**src/common/ulms_pkg.sv**
```systemverilog
// shared constants and types for the line and modem status block
package ulms_pkg;

	// ------------------------------------------------------------
	// register indices and byte addresses
	// ------------------------------------------------------------
	localparam logic [31:0] IDX_RB   = 32'h0c000000;
	localparam logic [31:0] IDX_LS   = 32'h0c000005;
	localparam logic [31:0] IDX_MS   = 32'h0c000006;
	localparam logic [31:0] IDX_SC   = 32'h0c000007;
	localparam logic [31:0] IDX_IRS  = 32'h0c000008;
	localparam logic [31:0] IDX_RST  = 32'h0c000009;
	localparam logic [31:0] IDX_ECHO_MASK_BIT = 32'h0c00000a;
	localparam logic [31:0] IDX_CFG  = 32'h0c00000b;
	localparam logic [31:0] A_RB     = IDX_RB << 2;
	localparam logic [31:0] A_LS     = IDX_LS << 2;
	localparam logic [31:0] A_MS     = IDX_MS << 2;
	localparam logic [31:0] A_SC     = IDX_SC << 2;
	localparam logic [31:0] A_IRS    = IDX_IRS << 2;
	localparam logic [31:0] A_RST    = IDX_RST << 2;
	localparam logic [31:0] A_ECHO_MASK_BIT   = IDX_ECHO_MASK_BIT << 2;
	localparam logic [31:0] A_CFG    = IDX_CFG << 2;

	// ------------------------------------------------------------
	// fields
	// ------------------------------------------------------------
	localparam int          IRS_PATH  = 0;
	localparam int          IRS_OWNER = 1;
	localparam int          IRS_TY_LO = 2;
	localparam int          IRS_TY_HI = 3;
	localparam int          IRS_RATE  = 4;
	localparam int          IRS_MODE  = 5;
	localparam logic [7:0]  IRS_MASK  = 8'h3f;
	localparam logic [1:0]  TYPE_FAST = 2'h1;
	localparam int          CFG_LEN_LO = 0;
	localparam int          CFG_LEN_HI = 1;
	localparam int          CFG_PEN   = 2;
	localparam int          CFG_EVEN  = 3;
	localparam int          CFG_BRK   = 4;
	localparam int          CFG_FEN   = 5;
	localparam logic [7:0]  CFG_MASK  = 8'h3f;
	localparam logic [2:0]  LAST_BASE = 3'h4;
	localparam logic [1:0]  RESP_OKAY = 2'h0;
	localparam logic [1:0]  RESP_SLVERR = 2'h2;
	localparam int          PW        = 4;
	localparam int          DEPTH     = 16;
	localparam logic [PW:0] FULL      = 5'h10;

	// ------------------------------------------------------------
	// types
	// ------------------------------------------------------------
	typedef enum logic [4:0] {
		RX_IDLE = 5'h01,
		RX_DATA = 5'h02,
		RX_PAR  = 5'h04,
		RX_STOP = 5'h08,
		RX_MARK = 5'h10
	} ulms_rx_st_t;

	typedef struct packed {
		logic       brk;
		logic       fe;
		logic       pe;
		logic [7:0] data;
	} ulms_ent_t;

	typedef struct packed {
		ulms_rx_st_t            st;
		logic [2:0]             bitn;
		logic [7:0]             shr;
		logic                   zero;
		logic                   par;
		logic                   resync;
		logic                   seen;
		ulms_ent_t [DEPTH-1:0]  mem;
		logic [PW-1:0]          wp;
		logic [PW-1:0]          rp;
		logic [PW:0]            cnt;
		logic                   oe;
		logic                   pe;
		logic                   fe;
		logic                   brk;
		logic                   ferr;
	} ulms_rx_t;

	typedef struct packed {
		ulms_rx_t    rx;
		logic [1:0]  x1;
		logic [1:0]  x2;
		logic [3:0]  m1;
		logic [3:0]  m2;
		logic [3:0]  m3;
		logic [3:0]  mchg;
		logic [7:0]  sc;
		logic [7:0]  irsel;
		logic [7:0]  cfg;
		logic        srst;
		logic        emask;
		logic        aw_got;
		logic        w_got;
		logic [31:0] awaddr;
		logic [7:0]  wdata;
		logic        wen;
		logic        bvalid;
		logic [1:0]  bresp;
		logic        rvalid;
		logic [1:0]  rresp;
		logic [7:0]  rdata;
		logic        rs_txd;
		logic        ir_txd;
	} ulms_st_t;

	function automatic ulms_st_t ulms_rst();
		ulms_st_t s;
		s = '0;
		s.rx.st = RX_IDLE;
		s.x1 = '1;
		s.x2 = '1;
		s.m1 = '1;
		s.m2 = '1;
		s.m3 = '1;
		s.rs_txd = 1'b1;
		s.ir_txd = 1'b1;
		return s;
	endfunction

endpackage

```
**src/rtl/ulms_core.sv**
```systemverilog
// line status, modem status and auxiliary control of the serial unit
//
// Decided for this implementation: the AXI4-Lite slave port.
`timescale 1ns/1ns

// Operation
// - status read clears error and break flags
// - fifo error bit reads zero without fifo
// - break after spacing for whole character
// - fifo errors reported when character reaches top
// - break loads one zero character, waits marking
// - spacing stop bit sets framing error
// - after framing error start sampled twice
// - failed parity check sets parity error
// - unread buffer overwritten sets overrun
// - fifo full overrun drops shift character
// - modem bits 7:4 show inverted inputs
// - modem change bits set, cleared on read
// - scratch byte, no effect on unit
// - path and owner select for infrared
// - two bit transceiver model field
// - mode and rate only for model 01
// - soft reset held until written zero
// - echo mask bit, reset zero
// - reserved bits read zero, written zero
// - all-empty needs holding and shift empty
// - break control forces transmit spacing unless soft reset held
module ulms_core
(
	// clock and reset
	input  logic        aclk,
	input  logic        aresetn,
	// register bus
	input  logic [31:0] s_axi_awaddr,
	input  logic        s_axi_awvalid,
	output logic        s_axi_awready,
	input  logic [31:0] s_axi_wdata,
	input  logic [3:0]  s_axi_wstrb,
	input  logic        s_axi_wvalid,
	output logic        s_axi_wready,
	output logic [1:0]  s_axi_bresp,
	output logic        s_axi_bvalid,
	input  logic        s_axi_bready,
	input  logic [31:0] s_axi_araddr,
	input  logic        s_axi_arvalid,
	output logic        s_axi_arready,
	output logic [31:0] s_axi_rdata,
	output logic [1:0]  s_axi_rresp,
	output logic        s_axi_rvalid,
	input  logic        s_axi_rready,
	// transmitter and baud generator
	input  logic        bit_tick,
	input  logic        tx_serial,
	input  logic        tx_holding_empty,
	input  logic        tx_shift_empty,
	// serial pins
	input  logic        rs232_rxd,
	input  logic        ir_rxd,
	output logic        rs232_txd,
	output logic        ir_txd,
	// modem pins
	input  logic        carrier_detect_in_n,
	input  logic        ring_indicate_in_n,
	input  logic        set_ready_in_n,
	input  logic        clear_to_send_in_n,
	// control outputs
	output logic        serial_unit_reset,
	output logic        fast_ir_owns_module,
	output logic [1:0]  module_type_field,
	output logic        transceiver_mode_bit,
	output logic        ir_rate_bit,
	output logic        echo_mask_bit,
	output logic        rx_ready_flag
);

	ulms_pkg::ulms_st_t  r;
	ulms_pkg::ulms_st_t  n;
	ulms_pkg::ulms_ent_t ent;
	ulms_pkg::ulms_ent_t head;
	logic                ar_hs;
	logic                aw_hs;
	logic                w_hs;
	logic                rd_ls;
	logic                rd_ms;
	logic                pop;
	logic                path;
	logic                rxs;
	logic                tx_empty;
	logic                fen;
	logic                done;
	logic                push;
	logic                ovw;
	logic                oe_set;
	logic                present;
	logic                c_brk;
	logic                c_fe;
	logic                c_pe;
	logic                tb;
	logic                rok;
	logic [7:0]          rv;
	logic [2:0]          last;
	logic [3:0]          mdiff;
	logic [ulms_pkg::PW-1:0] rp1;

	// ------------------------------------------------------------
	// outputs
	// ------------------------------------------------------------
	assign s_axi_awready = ~r.aw_got & ~r.bvalid;
	assign s_axi_wready = ~r.w_got & ~r.bvalid;
	assign s_axi_bvalid = r.bvalid;
	assign s_axi_bresp = r.bresp;
	assign s_axi_arready = ~r.rvalid;
	assign s_axi_rvalid = r.rvalid;
	assign s_axi_rresp = r.rresp;
	assign s_axi_rdata = {24'h000000, r.rdata};
	assign rs232_txd = r.rs_txd;
	assign ir_txd = r.ir_txd;
	assign serial_unit_reset = r.srst;
	assign fast_ir_owns_module = r.irsel[ulms_pkg::IRS_OWNER];
	assign module_type_field = r.irsel[ulms_pkg::IRS_TY_HI:ulms_pkg::IRS_TY_LO];
	assign transceiver_mode_bit = r.irsel[ulms_pkg::IRS_MODE]
		& (module_type_field == ulms_pkg::TYPE_FAST);
	assign ir_rate_bit = r.irsel[ulms_pkg::IRS_RATE]
		& (module_type_field == ulms_pkg::TYPE_FAST);
	assign echo_mask_bit = r.emask;
	assign rx_ready_flag = r.rx.cnt != '0;
	assign mdiff = r.m2 ^ r.m3;

	// ------------------------------------------------------------
	// next state
	// ------------------------------------------------------------
	always_comb
	begin
		n = r;
		ar_hs = s_axi_arvalid & ~r.rvalid;
		aw_hs = s_axi_awvalid & s_axi_awready;
		w_hs = s_axi_wvalid & s_axi_wready;
		fen = r.cfg[ulms_pkg::CFG_FEN];
		path = r.irsel[ulms_pkg::IRS_PATH];
		tx_empty = tx_holding_empty & tx_shift_empty;
		n.x1 = {ir_rxd, rs232_rxd};
		n.x2 = r.x1;
		n.m1 = {carrier_detect_in_n, ring_indicate_in_n, set_ready_in_n, clear_to_send_in_n};
		n.m2 = r.m1;
		n.m3 = r.m2;
		rxs = path ? r.x2[1] : r.x2[0];
		if (r.emask && path && !tx_empty)
		begin
			rxs = 1'b1;
		end
		rd_ls = ar_hs && (s_axi_araddr == ulms_pkg::A_LS);
		rd_ms = ar_hs && (s_axi_araddr == ulms_pkg::A_MS);
		pop = ar_hs && (s_axi_araddr == ulms_pkg::A_RB) && (r.rx.cnt != '0);

		// read mux
		rok = 1'b1;
		rv = 8'h00;
		case (s_axi_araddr)
			ulms_pkg::A_RB:   rv = r.rx.mem[r.rx.rp].data;
			// fifo error only in fifo mode
			ulms_pkg::A_LS:   rv = {r.rx.ferr & fen, tx_empty, tx_holding_empty, r.rx.brk,
				r.rx.fe, r.rx.pe, r.rx.oe, r.rx.cnt != '0};
			ulms_pkg::A_MS:   rv = {~r.m2, r.mchg};
			ulms_pkg::A_SC:   rv = r.sc;
			ulms_pkg::A_IRS:  rv = r.irsel;
			ulms_pkg::A_RST:  rv = {7'h00, r.srst};
			ulms_pkg::A_ECHO_MASK_BIT: rv = {7'h00, r.emask};
			ulms_pkg::A_CFG:  rv = r.cfg;
			default:          rok = 1'b0;
		endcase
		if (r.rvalid && s_axi_rready)
		begin
			n.rvalid = 1'b0;
		end
		if (ar_hs)
		begin
			n.rvalid = 1'b1;
			n.rdata = rv;
			n.rresp = rok ? ulms_pkg::RESP_OKAY : ulms_pkg::RESP_SLVERR;
		end

		// write path
		if (r.bvalid && s_axi_bready)
		begin
			n.bvalid = 1'b0;
		end
		if (aw_hs)
		begin
			n.aw_got = 1'b1;
			n.awaddr = s_axi_awaddr;
		end
		if (w_hs)
		begin
			n.w_got = 1'b1;
			n.wdata = s_axi_wdata[7:0];
			n.wen = s_axi_wstrb[0];
		end
		if (r.aw_got && r.w_got)
		begin
			n.aw_got = 1'b0;
			n.w_got = 1'b0;
			n.bvalid = 1'b1;
			n.bresp = ulms_pkg::RESP_OKAY;
			if (!(r.awaddr inside {ulms_pkg::A_RB, ulms_pkg::A_LS, ulms_pkg::A_MS,
				ulms_pkg::A_SC, ulms_pkg::A_IRS, ulms_pkg::A_RST, ulms_pkg::A_ECHO_MASK_BIT,
				ulms_pkg::A_CFG}))
			begin
				n.bresp = ulms_pkg::RESP_SLVERR;
			end
			if (r.wen)
			begin
				case (r.awaddr)
					ulms_pkg::A_SC:   n.sc = r.wdata;
					ulms_pkg::A_IRS:  n.irsel = r.wdata & ulms_pkg::IRS_MASK;
					ulms_pkg::A_RST:  n.srst = r.wdata[0];
					ulms_pkg::A_ECHO_MASK_BIT: n.emask = r.wdata[0];
					ulms_pkg::A_CFG:  n.cfg = r.wdata & ulms_pkg::CFG_MASK;
					default:          n.sc = r.sc;
				endcase
			end
		end

		n.mchg = (r.mchg & ~{4{rd_ms}}) | mdiff;

		// character checks at stop sample
		last = ulms_pkg::LAST_BASE + {1'b0, r.cfg[ulms_pkg::CFG_LEN_HI:ulms_pkg::CFG_LEN_LO]};
		c_brk = r.rx.zero & ~rxs;
		c_fe = ~rxs;
		c_pe = r.cfg[ulms_pkg::CFG_PEN]
			& (^r.rx.shr ^ r.rx.par ^ ~r.cfg[ulms_pkg::CFG_EVEN]);
		ent = '{brk: c_brk, fe: c_fe, pe: c_pe, data: r.rx.shr};
		done = 1'b0;

		// ------------------------------------------------------------
		// receive sampler
		// ------------------------------------------------------------
		case (r.rx.st)
			ulms_pkg::RX_IDLE:
			begin
				if (bit_tick && !rxs)
				begin
					if (r.rx.resync && !r.rx.seen)
					begin
						n.rx.seen = 1'b1;
					end
					else
					begin
						n.rx.st = ulms_pkg::RX_DATA;
						n.rx.resync = 1'b0;
						n.rx.seen = 1'b0;
						n.rx.bitn = '0;
						n.rx.shr = '0;
						n.rx.par = 1'b0;
						n.rx.zero = 1'b1;
					end
				end
				else if (bit_tick)
				begin
					n.rx.seen = 1'b0;
				end
			end
			ulms_pkg::RX_DATA:
			begin
				if (bit_tick)
				begin
					n.rx.shr[r.rx.bitn] = rxs;
					n.rx.zero = r.rx.zero & ~rxs;
					n.rx.bitn = r.rx.bitn + 3'h1;
					if (r.rx.bitn == last)
					begin
						n.rx.st = r.cfg[ulms_pkg::CFG_PEN] ? ulms_pkg::RX_PAR : ulms_pkg::RX_STOP;
					end
				end
			end
			ulms_pkg::RX_PAR:
			begin
				if (bit_tick)
				begin
					n.rx.par = rxs;
					n.rx.zero = r.rx.zero & ~rxs;
					n.rx.st = ulms_pkg::RX_STOP;
				end
			end
			ulms_pkg::RX_STOP:
			begin
				if (bit_tick)
				begin
					done = 1'b1;
					n.rx.seen = 1'b0;
					n.rx.st = c_brk ? ulms_pkg::RX_MARK : ulms_pkg::RX_IDLE;
					n.rx.resync = c_fe & ~c_brk;
				end
			end
			ulms_pkg::RX_MARK:
			begin
				if (bit_tick && rxs)
				begin
					n.rx.st = ulms_pkg::RX_IDLE;
				end
			end
			default: n.rx.st = ulms_pkg::RX_IDLE;
		endcase

		// ------------------------------------------------------------
		// receive fifo
		// ------------------------------------------------------------
		push = 1'b0;
		ovw = 1'b0;
		oe_set = 1'b0;
		if (done)
		begin
			if (fen)
			begin
				oe_set = (r.rx.cnt == ulms_pkg::FULL) && !pop;
				push = !oe_set;
			end
			else
			begin
				ovw = (r.rx.cnt != '0) && !pop;
				oe_set = ovw;
				push = !ovw;
			end
		end
		rp1 = r.rx.rp + 4'h1;
		if (push)
		begin
			// break stored as one zero character
			n.rx.mem[r.rx.wp] = ent;
			n.rx.wp = r.rx.wp + 4'h1;
		end
		if (ovw)
		begin
			n.rx.mem[r.rx.rp] = ent;
		end
		if (pop)
		begin
			n.rx.rp = rp1;
		end
		n.rx.cnt = r.rx.cnt + {{ulms_pkg::PW{1'b0}}, push} - {{ulms_pkg::PW{1'b0}}, pop};

		present = 1'b0;
		head = ent;
		if (ovw || (push && (r.rx.cnt == '0 || (pop && r.rx.cnt == 5'h01))))
		begin
			present = 1'b1;
		end
		else if (pop && r.rx.cnt > 5'h01)
		begin
			present = 1'b1;
			head = r.rx.mem[rp1];
		end

		n.rx.oe = (r.rx.oe & ~rd_ls) | oe_set;
		n.rx.brk = (r.rx.brk & ~rd_ls) | (present & head.brk);
		n.rx.fe = (r.rx.fe & ~rd_ls) | (present & head.fe);
		n.rx.pe = (r.rx.pe & ~rd_ls) | (present & head.pe);
		n.rx.ferr = (r.rx.ferr & ~rd_ls) | (push & fen & (ent.brk | ent.fe | ent.pe));

		tb = r.cfg[ulms_pkg::CFG_BRK] ? 1'b0 : tx_serial;
		n.rs_txd = 1'b1;
		n.ir_txd = 1'b1;
		if (r.srst)
		begin
			n.rx = ulms_pkg::ulms_rst().rx;
		end
		else if (path)
		begin
			n.ir_txd = tb;
		end
		else
		begin
			n.rs_txd = tb;
		end
	end

	always_ff @(posedge aclk)
	begin
		if (!aresetn)
		begin
			r <= ulms_pkg::ulms_rst();
		end
		else
		begin
			r <= n;
		end
	end
endmodule

```
**config.mk**
```make
export PLATFORM = sky130hd
export DESIGN_NAME = ulms_core
export DESIGN_NICKNAME = d
export VERILOG_FILES = /design/src/common/ulms_pkg.sv /design/src/rtl/ulms_core.sv
export SDC_FILE = /design/constraint.sdc
export NUM_CORES = 1
export LEC_CHECK = 0
export BUFFER_PORTS_ARGS = -buffer_cell sky130_fd_sc_hd__buf_2
export CAP_MARGIN = 15
export CORE_AREA = 4 4 166 168
export CTS_BUF_LIST = sky130_fd_sc_hd__clkbuf_16
export DETAILED_ROUTE_END_ITERATION = 8
export DIE_AREA = 0 0 170 172
export PLACE_DENSITY_LB_ADDON = 0.08
export SYNTH_ARGS = -nofsm -noshare
export SYNTH_HDL_FRONTEND = slang
export SYNTH_SLANG_ARGS = --single-unit
```
**constraint.sdc**
```tcl
create_clock -name aclk -period 6.1 [get_ports aclk]
set_input_delay 1.22 -clock aclk [delete_from_list [all_inputs] [get_ports aclk]]
set_output_delay 1.22 -clock aclk [all_outputs]
set_load 0.05 [all_outputs]
```
==> reports/results.ini, run 1 <==
[cts]
clock_latency_ns = 0.52
ctsResizeCount = 0
h-tree-depth = 2
cts_tree = done
clockBufferDepth = 3
hold_buffers = 0
cts_made_buffers = 35
clkTransAtPathRegs_ns = 0.06
cts_setup_buffers = 0
cts.sinks = 313
cts_root_buf = clkbuf_16

[critical_path]
cp_data_arrival_time_ns = 4.59
cp-startpoint = s_axi_araddr[14]
r2r-start = r[112]
timing.reg2reg.setup_slack_ns = 2.70
worstReg2RegEnd = r[114]
r2r_cells = 15
cp_max_fo = 11
crit_path_top_delay_cell = nor4_1
path_cells = buf_2, nor4_1, nand4_1, nor3_1, buf_4, nand2_1, a21o_1, ha_1, inv_1, ha_1, inv_1, fa_1, nor2_1, nor2_1, nor2_1, or3_1, a21oi_1
crit_type = primary input to register
critPathTopFamily = simple AND/OR/NAND/NOR gates
start_kind = primary input
worst-endpoint-required_ns = 6.44
max_stage_delay_ns = 0.67
end_kind = register
critPathMostFrequentCell = nor2_1
critPathBufInv = 4

[layout]
nets = 1776
design_area_sq_um = 16670
finish.utilization_pct = 64.35
syn2layout_area_growth_pct = 9.759
antenna_cells = 0
drive_gt1_share_pct = 17.22
fin_cells = 2002

[global_routing]
grt_start_max_net_pins = 95
grt_overflow = 0
grt_antenna_before_repair = 0
grt_use_met3_pct = 3.932
top_usage_layer = met2
track_usage_pct = 26.23
use_met1_pct = 37.59
grt_pass1_vias = 11270
grt_first_pass_wirelength_mm = 62.06
use_met2_pct = 41.91

[pwr]
p_sw_mw = 1.025
p_int_mw = 3.264
ir_worst_vdd_uv = 290.6
sw_frac_of_total_pct = 23.91
p_comb_share_pct = 5.6
power.total_mw = 4.289
p_leak_nw = 6.788
power_frac_clock_pct = 45.4
powerDensity_nw_per_um2 = 257.2
power_frac_seq_pct = 49.0

[synthesis]
synth_most_common_cell = dfxtp_1
ys_seq_area_share_pct = 41.25
synth.cells.most_frequent = dfxtp_1 (313), nor2_1 (187), mux2i_1 (166)
ys.flop_type = dfxtp_1
netlist_instances = 1606
syn_area_sq_um = 15190
synth_edf_count = 0
ys_async_sr_fraction_pct = 0
synth_top_area_cell = dfxtp_1
synth_cell_types = 79
syn_avg_cell_area_sq_um = 9.460
synthTopCellsByArea = dfxtp_1 (41%), mux2i_1 (11%), mux4_2 (7.7%)
synth_seq_cells = 313
ys_warn_count = 0
yosysTopAreaCellShare_pct = 41.25

[floorplan]
die_area_sq_um = 29240
start_util_pct = 58.63
die_w_microns = 170
die_y_microns = 172
io_pins = 168
core_area_sq_um = 25910
rows = 59

[run]
maxCapViolCount = 0

[hold_path]
min_to = r[101]
hp-start = n[101]
min_delay_path_depth = 1
hold_class = register to register

[placement]
dp_cells = 1938
pre_cts_ws_ns = 1.399
gp_congestion = 0.8807
hpwl_mm = 25.69
post_dp_cell_area_sq_um = 15590
io_buffer_count = 114

[sta]
skew_ns = 0.02319
hold_viol_final = 0
slew_viol_final = 0
max-slew-margin-rel_pct = 24.03
max_freq_mhz = 235.6
rsz0062_at_grt = false
fin_crit_sh_pct = 69.58
worstMarginPinSlew_ns = 1.140
fin_setup_tns_ns = 0
setup_slack_ns = 1.856
setup_viol = 0
period_minus_slack_ns = 4.244
hold_ws_ns = 0.4032

[drt]
via_count = 11880
routed_wl_mm = 38.79
first_iter_violations = 1005
drt-vias-per-instance = 5.932
wl_per_cell_microns = 19.38
first_pass_iters = 6
drc = 0
route.antenna.remaining_nets = 0

[outcome]
status = complete, no violations

[cell families after synthesis]
group / Yosys count / synth area share [%]
AOI/OAI and AO/OA: 245 / 10.76
xor gates and xnor gates: 23 / 1.417
adders and majority gates: 18 / 1.532
buffers and inverters: 188 / 6.440
DFF: 313 / 41.25
muxes: 225 / 19.16
other: 1 / 0.02468
and+or+nand+nor: 593 / 19.42
[worst max-delay path by stage]
| stage | slack, ns | cells after the start | end |
|---|---|---|---|
| after floorplan | 2.16 | 17 | r[114] |
| after global placement | 1.47 | 17 | r[114] |
| after detailed placement | 1.40 | 17 | r[114] |
| after CTS | 1.93 | 17 | r[114] |
| after global routing | 1.50 | 17 | r[114] |
| final | 1.86 | 17 | r[114] |
[cell usage in the layout (no fill, tap or decap), types with 4 or more instances in the layout]
cell type | synthesis | final
a21boi_0 | 49 | 49
a21oi_1 | 72 | 72
a221o_1 | 4 | 4
a221oi_2 | 8 | 8
a22oi_1 | 10 | 10
a32oi_1 | 4 | 4
and2_1 | 5 | 5
and3_1 | 14 | 14
buf_2 | 20 | 114
buf_4 | 42 | 24
clkbuf_16 | 0 | 36
clkinv_1 | 0 | 12
clkinv_2 | 0 | 5
conb_1 | 1 | 26
dfxtp_1 | 313 | 312
ha_1 | 17 | 17
inv_1 | 21 | 27
mux2_2 | 7 | 7
mux2i_1 | 166 | 166
mux4_2 | 52 | 52
nand2_1 | 138 | 138
nand2b_1 | 34 | 33
nand3_1 | 65 | 65
nand4_1 | 8 | 8
nor2_1 | 187 | 187
nor2b_1 | 34 | 34
nor3_1 | 37 | 37
nor4_1 | 19 | 16
nor4_2 | 8 | 11
o21a_1 | 7 | 7
o21ai_0 | 58 | 58
or2_2 | 4 | 4
or3_1 | 5 | 5
or4_1 | 4 | 4
xnor2_1 | 13 | 13
xor2_1 | 9 | 9
[flip-flops by register name, summed over array words and instances, names as in the netlist]
signal	count
n	10
s_axi_rresp	1
s_axi_bresp	1
rs232_txd	1
serial_unit_reset	1
module_type_field	2
echo_mask_bit	1
ent	8
s_axi_rdata	8
s_axi_rvalid	1
ir_txd	1
s_axi_bvalid	1
r	274
fen	1
fast_ir_owns_module	1
path	1
[power groups by stage]
stage | registers (mW) | logic (mW) | clock network (mW)
after global routing | 2.10 | 0.266 | 2.06
after global placement | 2.14 | 0.234 | 0
final | 2.10 | 0.241 | 1.95
after detailed placement | 2.14 | 0.237 | 0
after CTS | 2.10 | 0.237 | 1.98
after floorplan | 2.14 | 0.188 | 0
[metal layers]
layer,up-vias,wire (microns)
met3,54,2628
met2,408,17980
met1,5755,17420
met5,-,0
met4,0,760
li1,5658,-
[cell type report]
| class | count | area (sq um) |
|---|---|---|
| Clock buffer | 36 | 900.9 |
| Clock inverter | 27 | 156.4 |
| Fill cell | 2185 | 9236 |
| Inverter | 22 | 82.58 |
| Multi-Input combinational cell | 1130 | 8068 |
| Sequential cell | 313 | 6270 |
| Tap cell | 335 | 419.2 |
| Timing Repair Buffer | 139 | 778.2 |
[worst register-to-register path, delay by kind of cell (launching register included)]
| kind | cells | cell delay (ns) |
|---|---|---|
| buf+inv | 3 | 0.21 |
| fa+ha+maj | 4 | 0.99 |
| compound gates | 3 | 0.95 |
| flops | 1 | 0.31 |
| simple gates | 5 | 0.79 |
No activity file was read; power rests on OpenSTA's default activity.
==> inputs of run 2 (changes only) <==
==> constraint.sdc (replaced) <==
create_clock -name aclk -period 4.4 [get_ports aclk]
set_input_delay 0.88 -clock aclk [delete_from_list [all_inputs] [get_ports aclk]]
set_output_delay 0.88 -clock aclk [all_outputs]
set_load 0.05 [all_outputs]
==> reports/results.ini, run 2 (same netlist as run 1, synthesis figures left out) <==
[placement]
gp_congestion = 0.8949
hpwl_mm = 25.88
dp_cells = 1955
io_buffer_count = 114
post_dp_cell_area_sq_um = 15730

[cts]
cts_made_buffers = 35
cts_setup_buffers = 0
cts_root_buf = clkbuf_16
clock_latency_ns = 0.52
cts_tree = done
clkTransAtPathRegs_ns = 0.06
hold_buffers = 0
h-tree-depth = 2
cts.sinks = 313
clockBufferDepth = 3
ctsResizeCount = 0

[floorplan]
rows = 59
core_area_sq_um = 25910
die_y_microns = 172
die_w_microns = 170
start_util_pct = 58.63
die_area_sq_um = 29240
io_pins = 168

[hold_path]
min_to = r[101]
hp-start = n[101]
min_delay_path_depth = 1
hold_class = register to register

[pwr]
ir_worst_vdd_uv = 298.1
p_comb_share_pct = 5.7
p_int_mw = 4.478
power_frac_clock_pct = 44.7
power_frac_seq_pct = 49.6
p_leak_nw = 6.856
p_sw_mw = 1.388
power.total_mw = 5.866
powerDensity_nw_per_um2 = 350.2
sw_frac_of_total_pct = 23.65

[drt]
wl_per_cell_microns = 19.15
first_pass_iters = 5
routed_wl_mm = 38.62
via_count = 11900
drt-vias-per-instance = 5.902
route.antenna.remaining_nets = 0
first_iter_violations = 1038
drc = 0

[critical_path]
max_stage_delay_ns = 0.42
path_cells = buf_2, nor4_2, buf_4, nand4_1, nor3_1, nand2_1, a21o_1, ha_1, inv_1, ha_1, inv_1, fa_1, nor2_1, nor2_1, nor2_1, or3_1, a21oi_1
cp_data_arrival_time_ns = 3.77
critPathBufInv = 4
critPathMostFrequentCell = nor2_1
worstReg2RegEnd = r[172]
r2r_cells = 9
crit_path_top_delay_cell = fa_1
r2r-start = r[112]
start_kind = primary input
end_kind = register
crit_type = primary input to register
cp_max_fo = 16
timing.reg2reg.setup_slack_ns = 1.31
critPathTopFamily = simple AND/OR/NAND/NOR gates
worst-endpoint-required_ns = 4.76

[sta]
rsz0062_at_grt = false
max_freq_mhz = 293.5
max-slew-margin-rel_pct = 25.18
setup_viol = 0
skew_ns = 0.02757
fin_crit_sh_pct = 77.44
period_minus_slack_ns = 3.407
worstMarginPinSlew_ns = 1.117
fin_setup_tns_ns = 0
slew_viol_final = 0
hold_viol_final = 0

[run]
maxCapViolCount = 0

[layout]
fill_cells = 2167
fin_cells = 2017
syn2layout_area_growth_pct = 10.25
finish.utilization_pct = 64.64
nets = 1792
drive_gt1_share_pct = 18.04
largest_reg_flops = 274
final_cell_mix = dfxtp_1 (312), nor2_1 (187), mux2i_1 (166), nand2_1 (138), buf_2 (114)
regMostFlops = r
final_common_cell = dfxtp_1
design_area_sq_um = 16750

[global_routing]
grt_antenna_before_repair = 1
grt_first_pass_wirelength_mm = 61.15
track_usage_pct = 26.03
grt_overflow = 0
grt_start_max_net_pins = 76
grt_pass1_vias = 11160

[outcome]
status = complete, no violations

==> run 2: cell types whose count changed in the layout (fill, tap and decap cells not counted) <==
cell / change
diode_2: +2
buf_12: +1
clkinv_1: -5
buf_4: +16
clkinv_4: -1
buf_16: -1
clkbuf_16: -1
clkinv_2: +2
inv_1: +2
clkinv_8: -1
clkinvlp_4: +1
==> run 2: area by class of cell <==
class | instances | area [sq um] | area share, %
Multi-Input combinational cell | 1130 | 8068 | 48.17
Sequential cell | 313 | 6270 | 37.43
Timing Repair Buffer | 155 | 890.9 | 5.319
Clock buffer | 35 | 875.8 | 5.229
Tap cell | 335 | 419.2 | 2.503
Clock inverter | 25 | 137.6 | 0.8218
Inverter | 22 | 82.58 | 0.4931
Antenna cell | 2 | 5.005 | 0.02988
==> run 2: metrics by stage <==
| stage | hold slack [ns] | worst slack, ns |
|---|---|---|
| 2_1_floorplan | 0.3863 | 0.7992 |
| 3_3_place_gp | 0.3904 | 0.4696 |
| 3_5_place_dp | 0.3940 | 0.4818 |
| 4_1_cts | 0.4074 | 0.9799 |
| 5_1_grt | 0.4342 | 0.6020 |
| 6_report | 0.4043 | 0.9928 |
==> run 2: layer usage <==
layer / wire [microns] / up-vias / global-route usage (%)
met3: 2628 / 63 / 3.909
met1: 17580 / 5732 / 37.54
met4: 791 / 0 / 6.389
li1: - / 5689 / -
met5: 0 / - / 0
met2: 17620 / 420 / 41.58
==> run 2: power by group through the flow <==
stage	sequential, mW	combinational, mW	clock (mW)
2_1_floorplan	2.96	0.260	0
3_3_place_gp	2.97	0.328	0
3_5_place_dp	2.97	0.332	0
4_1_cts	2.91	0.335	2.67
5_1_grt	2.92	0.367	2.78
6_report	2.91	0.334	2.62
==> run 2: how the worst max path moves through the flow <==
stage,cells past startpoint,end,slack [ns],start
6_report,17,r[114],0.99,s_axi_araddr[2]
5_1_grt,17,r[114],0.60,s_axi_araddr[2]
4_1_cts,17,r[114],0.98,s_axi_araddr[2]
3_5_place_dp,17,r[114],0.48,s_axi_araddr[2]
3_3_place_gp,17,r[114],0.47,s_axi_araddr[2]
2_1_floorplan,17,r[114],0.80,s_axi_araddr[3]
